### config.mk
export PLATFORM = sky130hd
export DESIGN_NAME = mpsq_sequencer
export DESIGN_NICKNAME = d
export VERILOG_FILES = /design/src/mpsq_pkg.sv /design/src/mpsq_chopper.sv /design/src/mpsq_sequencer.sv
export SDC_FILE = /design/constraint.sdc
export NUM_CORES = 1
export LEC_CHECK = 0
export ABC_CLOCK_PERIOD_IN_PS = 5200
export CAP_MARGIN = 25
export CORE_MARGIN = 2
export CORE_UTILIZATION = 45
export DETAILED_ROUTE_END_ITERATION = 8
export DONT_BUFFER_PORTS = 1
export PLACE_DENSITY = 0.65
export SLEW_MARGIN = 20
export SYNTH_ARGS = -nofsm -noshare
export SYNTH_HDL_FRONTEND = slang
export SYNTH_SLANG_ARGS = --single-unit
### constraint.sdc
create_clock -name clk_sys -period 5.2 [get_ports clk_sys]
set_clock_uncertainty 0.1 [all_clocks]
set_input_delay 0.26 -clock clk_sys [delete_from_list [all_inputs] [get_ports clk_sys]]
set_output_delay 0.26 -clock clk_sys [all_outputs]
set_load 0.05 [all_outputs]
### src/mpsq_pkg.sv
package mpsq_pkg;
  // Table of one electrical revolution at the finest resolution: 32 positions.
  localparam int unsigned POS_W = 5;
  localparam logic [4:0] POS_INIT = 5'h00;
  // Magnitude in percent of full scale; sign carried separately.
  localparam int unsigned MAG_W = 8;
  localparam logic [7:0] MAG_FULL = 8'h64;
  localparam logic [7:0] MAG_ZERO = 8'h00;
  // Chop off time in falling edges of the chop oscillator.
  localparam logic [2:0] OFF_CYCLES = 3'h4;
  // Position increment per step, per mode (table length 32 / increment).
  localparam logic [4:0] INC_FULL = 5'h08;
  localparam logic [4:0] INC_HALF = 5'h04;
  localparam logic [4:0] INC_QUARTER = 5'h02;
  localparam logic [4:0] INC_EIGHTH = 5'h01;
  // Full step sits 45 degrees before the initial A-axis point.
  localparam logic [4:0] FULL_OFFSET = 5'h1C;

  typedef enum logic [1:0] {
    MPSQ_MODE_FULL = 2'h0,
    MPSQ_MODE_HALF = 2'h1,
    MPSQ_MODE_QUARTER = 2'h2,
    MPSQ_MODE_EIGHTH = 2'h3
  } mpsq_mode_t;

  typedef enum logic [1:0] {
    MPSQ_CHARGE = 2'b01,
    MPSQ_CHOP_OFF = 2'b10
  } mpsq_chop_t;

  typedef struct packed {
    logic neg;
    logic [7:0] mag;
  } mpsq_cur_t;

  typedef struct packed {
    logic out_p;
    logic out_n;
    logic oe_n;
  } mpsq_bridge_t;
endpackage

### src/mpsq_chopper.sv
`timescale 1ns/1ps
module mpsq_chopper (
  input wire logic clk_sys, // System clock
  input wire logic rst_n, // Synchronous reset, active low
  input wire logic chop_tick, // One-cycle pulse per oscillator falling edge
  input wire logic sense_hit, // Sense voltage at or above reference
  output logic power_on // Bridge conducts when high
);
  mpsq_pkg::mpsq_chop_t state;
  logic [2:0] off_cnt;

  always_ff @(posedge clk_sys) begin
    if (!rst_n) begin
      state <= mpsq_pkg::MPSQ_CHARGE;
      off_cnt <= 3'h0;
    end else begin
      case (state)
        mpsq_pkg::MPSQ_CHARGE: begin
          if (sense_hit) begin
            state <= mpsq_pkg::MPSQ_CHOP_OFF;
            off_cnt <= 3'h0;
          end
        end
        mpsq_pkg::MPSQ_CHOP_OFF: begin
          if (chop_tick) begin
            if (off_cnt == mpsq_pkg::OFF_CYCLES - 3'h1) begin
              state <= mpsq_pkg::MPSQ_CHARGE;
              off_cnt <= 3'h0;
            end else begin
              off_cnt <= off_cnt + 3'h1;
            end
          end
        end
        default: begin
          state <= mpsq_pkg::MPSQ_CHARGE;
        end
      endcase
    end
  end

  // Re-checked on entry to charge: a still-high sense drops straight back off
  assign power_on = (state == mpsq_pkg::MPSQ_CHARGE) && !sense_hit;
endmodule

### src/mpsq_sequencer.sv
`timescale 1ns/1ps
// Function
// - Output enable low floats bridge only
// - Position keeps stepping while outputs disabled
// - Re-enable resumes at current counter position
// - Reset returns home, monitor pulled low
// - Home position commands A at +100%
// - Release with clock low waits rising edge
// - Release with clock high advances immediately
// - Comparator trip switches bridge to off
// - Off time is four oscillator falling edges
// - Full step spans 90 degrees of table
// - Two select inputs choose excitation mode
// - Direction low forward, high reverse
// - Standby floats outputs overriding everything
// - Home is A+100/B-100 full, else A100/B0
module mpsq_sequencer (
  input wire logic clk_sys, // System clock, 25 MHz
  input wire logic rst_n, // Synchronous system reset, active low
  input wire logic step_clock, // Step clock from host
  input wire logic rotation_dir, // Low forward, high reverse
  input wire logic step_mode_sel0, // Mode select bit 0
  input wire logic step_mode_sel1, // Mode select bit 1
  input wire logic reset_n, // Sequencer reset input, active low
  input wire logic enable_n_low, // Output enable input, high drives
  input wire logic standby_n, // Standby input, active low
  input wire logic chop_oscillator, // Internal chop oscillator clock
  input wire logic sense_a_hit, // A sense voltage reached reference
  input wire logic sense_b_hit, // B sense voltage reached reference
  output mpsq_pkg::mpsq_cur_t cur_a, // A-phase current command
  output mpsq_pkg::mpsq_cur_t cur_b, // B-phase current command
  output mpsq_pkg::mpsq_bridge_t phase_a, // A bridge drive and float
  output mpsq_pkg::mpsq_bridge_t phase_b, // B bridge drive and float
  output logic home_position_flag_n_o, // Monitor open-drain data, always 0
  output logic home_position_flag_n_oe_n // Monitor enable, low pulls low
);
  logic [4:0] pos;
  logic [4:0] next_pos;
  logic [4:0] inc;
  logic step_clock_q;
  logic chop_q;
  logic chop_fall;
  logic rst_q;
  logic full_mode;
  logic a_on;
  logic b_on;
  mpsq_pkg::mpsq_mode_t mode;
  mpsq_pkg::mpsq_cur_t next_a;
  mpsq_pkg::mpsq_cur_t next_b;

  // Quarter-wave magnitudes in percent at 11.25 degree spacing
  function automatic logic [7:0] quarter_mag(input logic [3:0] idx);
    logic [7:0] m;
    m = 8'h00;
    case (idx)
      4'h0: m = 8'h64;
      4'h1: m = 8'h62;
      4'h2: m = 8'h5C;
      4'h3: m = 8'h53;
      4'h4: m = 8'h47;
      4'h5: m = 8'h38;
      4'h6: m = 8'h26;
      4'h7: m = 8'h14;
      default: m = 8'h00;
    endcase
    return m;
  endfunction

  // Cosine of table angle: 32 positions, 8 per 90 degree step
  function automatic mpsq_pkg::mpsq_cur_t cos_at(input logic [4:0] p);
    mpsq_pkg::mpsq_cur_t c;
    logic [3:0] k;
    k = 4'h0;
    c.neg = 1'b0;
    c.mag = 8'h00;
    case (p[4:3])
      2'h0: k = {1'b0, p[2:0]};
      2'h1: k = 4'h8 - {1'b0, p[2:0]};
      2'h2: k = {1'b0, p[2:0]};
      default: k = 4'h8 - {1'b0, p[2:0]};
    endcase
    c.mag = quarter_mag(k);
    c.neg = (p[4:3] == 2'h1 || p[4:3] == 2'h2) && (c.mag != 8'h00);
    return c;
  endfunction

  assign mode = mpsq_pkg::mpsq_mode_t'({step_mode_sel1, step_mode_sel0});
  assign full_mode = (mode == mpsq_pkg::MPSQ_MODE_FULL);

  always_comb begin
    case (mode)
      mpsq_pkg::MPSQ_MODE_FULL: inc = mpsq_pkg::INC_FULL;
      mpsq_pkg::MPSQ_MODE_HALF: inc = mpsq_pkg::INC_HALF;
      mpsq_pkg::MPSQ_MODE_QUARTER: inc = mpsq_pkg::INC_QUARTER;
      default: inc = mpsq_pkg::INC_EIGHTH;
    endcase
  end

  // Step on rising edge, or at once when reset lifts with clock already high
  always_comb begin
    next_pos = pos;
    if (!standby_n || !reset_n) begin
      next_pos = mpsq_pkg::POS_INIT;
    end else if ((step_clock && !step_clock_q) || (step_clock && !rst_q)) begin
      if (rotation_dir) begin
        next_pos = pos - inc;
      end else begin
        next_pos = pos + inc;
      end
    end
  end

  // Enable is ignored here so the count carries on while floated
  always_ff @(posedge clk_sys) begin
    if (!rst_n) begin
      pos <= mpsq_pkg::POS_INIT;
    end else begin
      pos <= next_pos;
    end
  end

  // Clock level and release history, so a clock held high over release steps once
  always_ff @(posedge clk_sys) begin
    if (!rst_n) begin
      step_clock_q <= 1'b0;
      rst_q <= 1'b0;
    end else begin
      step_clock_q <= step_clock;
      rst_q <= reset_n && standby_n;
    end
  end

  // Full step offsets by 45 degrees so both phases carry current
  always_comb begin
    logic [4:0] ang_a;
    logic [4:0] ang_b;
    ang_a = 5'h00;
    ang_b = 5'h00;
    if (full_mode) begin
      ang_a = next_pos + mpsq_pkg::FULL_OFFSET;
    end else begin
      ang_a = next_pos;
    end
    ang_b = ang_a - 5'h08;
    next_a = cos_at(ang_a);
    next_b = cos_at(ang_b);
    if (full_mode) begin
      next_a.mag = mpsq_pkg::MAG_FULL;
      next_b.mag = mpsq_pkg::MAG_FULL;
    end
  end

  // Home currents depend on the mode, so reset follows the selects
  always_ff @(posedge clk_sys) begin
    if (!rst_n) begin
      cur_a <= '{neg: 1'b0, mag: mpsq_pkg::MAG_FULL};
      if (full_mode) begin
        cur_b <= '{neg: 1'b1, mag: mpsq_pkg::MAG_FULL};
      end else begin
        cur_b <= '{neg: 1'b0, mag: mpsq_pkg::MAG_ZERO};
      end
    end else begin
      cur_a <= next_a;
      cur_b <= next_b;
    end
  end

  always_ff @(posedge clk_sys) begin
    if (!rst_n) begin
      chop_q <= 1'b0;
    end else begin
      chop_q <= chop_oscillator;
    end
  end

  // One shared detector keeps both off-timers in step
  assign chop_fall = chop_q && !chop_oscillator;

  mpsq_chopper u_chop_a (
    .clk_sys(clk_sys),
    .rst_n(rst_n),
    .chop_tick(chop_fall),
    .sense_hit(sense_a_hit),
    .power_on(a_on)
  );

  mpsq_chopper u_chop_b (
    .clk_sys(clk_sys),
    .rst_n(rst_n),
    .chop_tick(chop_fall),
    .sense_hit(sense_b_hit),
    .power_on(b_on)
  );

  // Drive follows the live position whenever enable returns
  always_ff @(posedge clk_sys) begin
    if (!rst_n) begin
      phase_a <= '{out_p: 1'b0, out_n: 1'b0, oe_n: 1'b1};
      phase_b <= '{out_p: 1'b0, out_n: 1'b0, oe_n: 1'b1};
    end else begin
      phase_a.out_p <= a_on && !next_a.neg && (next_a.mag != 8'h00);
      phase_a.out_n <= a_on && next_a.neg;
      phase_b.out_p <= b_on && !next_b.neg && (next_b.mag != 8'h00);
      phase_b.out_n <= b_on && next_b.neg;
      phase_a.oe_n <= !(enable_n_low && standby_n);
      phase_b.oe_n <= !(enable_n_low && standby_n);
    end
  end

  // Open-drain monitor: enable low pulls the pin low
  always_ff @(posedge clk_sys) begin
    if (!rst_n) begin
      home_position_flag_n_oe_n <= 1'b0;
    end else begin
      home_position_flag_n_oe_n <= (next_pos != mpsq_pkg::POS_INIT);
    end
  end

  assign home_position_flag_n_o = 1'b0;
endmodule

==> impl_metrics.json <==
{
  "layout.nets": 291,
  "portBuffers": 0,
  "insertion_delay_ps": 290,
  "syn_area_mm2": 0.00239,
  "vias": 1692,
  "fp-row-count": 26,
  "fp.dieArea_mm2": 0.00592,
  "drive_above_1_share_pct": 14.5,
  "cts-root-buf": "clkbuf_8",
  "grt_usage_pct": 15.9,
  "final_util_pct": 51.5,
  "rsz0062_at_grt": "false",
  "multi_input_area_mm2": 0.00152,
  "reg2reg_to": "cur_b[5]$_DFF_P_",
  "slew_viol_final": 0,
  "max_freq_mhz": 264,
  "yosysUniqueCellTypes": 56,
  "rrSetupSlack_ps": 1410,
  "cts_hold_buf": 5,
  "dr.pass1.iters": 4,
  "powerDensity_mw_per_mm2": 303,
  "wl_per_cell_um": 13.3,
  "synth_edf_count": 0,
  "syn2layout_area_growth_pct": 9.93,
  "arrival_ps": 3920,
  "layout.cells.non_filler": 332,
  "die_y_um": 77.0,
  "vdd_drop_max_v": 0.000123,
  "cts.path.max_buffers": 2,
  "startpoint_type": "flop",
  "cp-end-kind": "flop",
  "die_w_um": 77.0,
  "dp_hpwl_um": 3380,
  "finalHoldViolations": 0,
  "worst_pin_slew_ps": 927,
  "cts-buffers-inserted": 5,
  "syn_avg_cell_area_um2": 9.47,
  "ys_ff_latch": 40,
  "min_path_type": "input port to flop",
  "fin_tns_setup_ps": 0,
  "post-place-cells": 319,
  "wirelength_um": 4420,
  "ys_seq_area_share_pct": 33.4,
  "hold-path-endpoint": "pos[4]$_SDFF_PN0_",
  "yosysWarnings": 0,
  "critical_path_required_ps": 5330,
  "reg2reg_from": "pos[0]$_SDFF_PN0_",
  "final_cell_area_mm2": 0.00263,
  "fillers": 507,
  "n_antenna_cell": 0,
  "syn_inst": 253,
  "register_area_um2": 801,
  "ios": 38,
  "wl_met3_um": 174,
  "r2r_cells": 16,
  "post_cts_buffers": 0,
  "slew_headroom_pct": 38.1,
  "status": "complete, no violations",
  "viasPerCell": 5.10,
  "leakagePower_uw": 0.00104,
  "worstSetupPathType": "flop to flop",
  "grt_pass1_vias": 1605,
  "gp_congestion": 0.779,
  "h-tree-depth": 2,
  "setup_viol": 0,
  "drt_iter0_markers": 49,
  "grt_overflow": 0,
  "cts_sinks": 40,
  "ant_nets": 0,
  "wl_met1_um": 2230,
  "post_cts_resize_count": 0,
  "dr_wl_met2_um": 1940,
  "hold_depth": 1,
  "clk_pin_slew_ps": 80,
  "antenna_found_initial": 0,
  "min_from": "rst_n",
  "maxUsedRoutingLayer": "met4",
  "grt_start_max_net_pins": 13,
  "cts_tree": "yes",
  "drc": 0,
  "initial_core_util_pct": 46.9,
  "cp_max_fo": 9,
  "drv_cap": 0,
  "core-area_mm2": 0.00511,
  "min_period_ps": 3790,
  "ys.flop_type": "dfxtp_1",
  "placed_cell_area_mm2": 0.00246,
  "period_share_pct": 72.9,
  "grt_pass1_wl_um": 7600,
  "synth-async-reset-ratio_pct": 0
}
-- worst max-delay path, cell delays in order, from the launching register on --
cell     delay (ps)
dfxtp_1         330
inv_1            60
ha_1            160
inv_1            50
fa_1            410
xor2_1          250
mux2i_4         160
nor2_8          140
inv_1            90
ha_1            340
or3_1           500
nand3_4         150
mux2_4          330
inv_1            80
ha_1            220
mux2_4          260
o21ai_2         100
-- state kept, by name (all words and copies together), names as in the netlist, 2 cells and up --
register	cells
phase_b	3
cur_b	8
u_chop_b.state	2
u_chop_b.off_cnt	3
pos	5
cur_a	8
u_chop_a.off_cnt	3
phase_a	2
u_chop_a.state	2
-- where the power goes --
group | internal (uW) | switching (uW) | total, uW
clock network | 169 | 106 | 276
logic | 60.3 | 84.8 | 145
registers | 324 | 54.2 | 378
-- kinds of logic (layout without fill, tap and decap cells) --
kind of cell    after synthesis  count (layout)  share of synthesized area [%]
fa+ha+maj                    18              18                           9.72
other cells                   1               3                          0.157
xor+xnor                     11              11                           6.37
mux                          15              15                           8.10
simple gates                105             105                           23.5
flops                        40              40                           33.4
compound gates               44              44                           15.1
buf+inv                      19              26                           3.60
-- worst max-delay path by stage --
stage,start,end,slack [ps],depth (start not counted)
6_report,pos[0]$_SDFF_PN0_,cur_b[5]$_DFF_P_,1410,16
5_1_grt,pos[0]$_SDFF_PN0_,cur_b[5]$_DFF_P_,1210,16
4_1_cts,pos[0]$_SDFF_PN0_,cur_b[5]$_DFF_P_,1390,16
3_5_place_dp,step_mode_sel1,cur_b[5]$_DFF_P_,1340,16
3_3_place_gp,step_mode_sel1,cur_b[5]$_DFF_P_,1420,16
2_1_floorplan,step_mode_sel1,cur_b[5]$_DFF_P_,1460,15
-- cell usage in the layout, fill, tap and decap left out, types with 5 or more instances in the layout --
cell / count
and2_1: 7
clkbuf_8: 7
dfxtp_1: 40
dlygate4sd3_1: 5
ha_1: 17
inv_1: 12
mux2i_1: 7
nand2_1: 24
nand2b_1: 7
nand3_1: 6
nor2_1: 31
nor2b_1: 10
o21ai_0: 8
o21ai_1: 6
-- cell type report --
type / count / share of cell area (%)
Multi-Input combinational cell: 196 / 57.6
Sequential cell: 40 / 30.4
Clock buffer: 7 / 3.66
Tap cell: 70 / 3.33
Timing Repair Buffer: 6 / 2.19
Inverter: 12 / 1.71
Clock inverter: 1 / 1.14
-- synth_stat cells, types with 4 or more instances --
cell type / n / share of area (%)
nor2b_1: 10 / 2.6
o21ai_0: 8 / 1.7
o21ai_1: 6 / 1.3
nand2_1: 24 / 3.8
ha_1: 17 / 8.9
xnor2_1: 4 / 1.5
buf_4: 4 / 1.3
a21oi_1: 4 / 0.84
nand2b_1: 7 / 1.8
dfxtp_1: 40 / 33
nand3_1: 6 / 1.3
and2_1: 7 / 1.8
inv_1: 12 / 1.9
mux2i_1: 7 / 2.9
xor2_1: 4 / 1.5
nor2_1: 31 / 4.9
-- stage by stage --
step                      hold slack, ps  power, uW  setup WS [ps]
after floorplan                      232        507           1460
after global placement               233        526           1420
after CTS                           9.34        809           1390
after global routing                11.3        837           1210
final                               22.5        799           1410
after detailed placement             236        528           1340
-- per-layer routing --
metal	vias up	track usage [%]
li1	880	-
met4	0	6.00
met2	34	24.1
met3	6	3.53
met5	-	0
met1	772	22.0
Note: power is estimated with default switching activity, not from simulation.
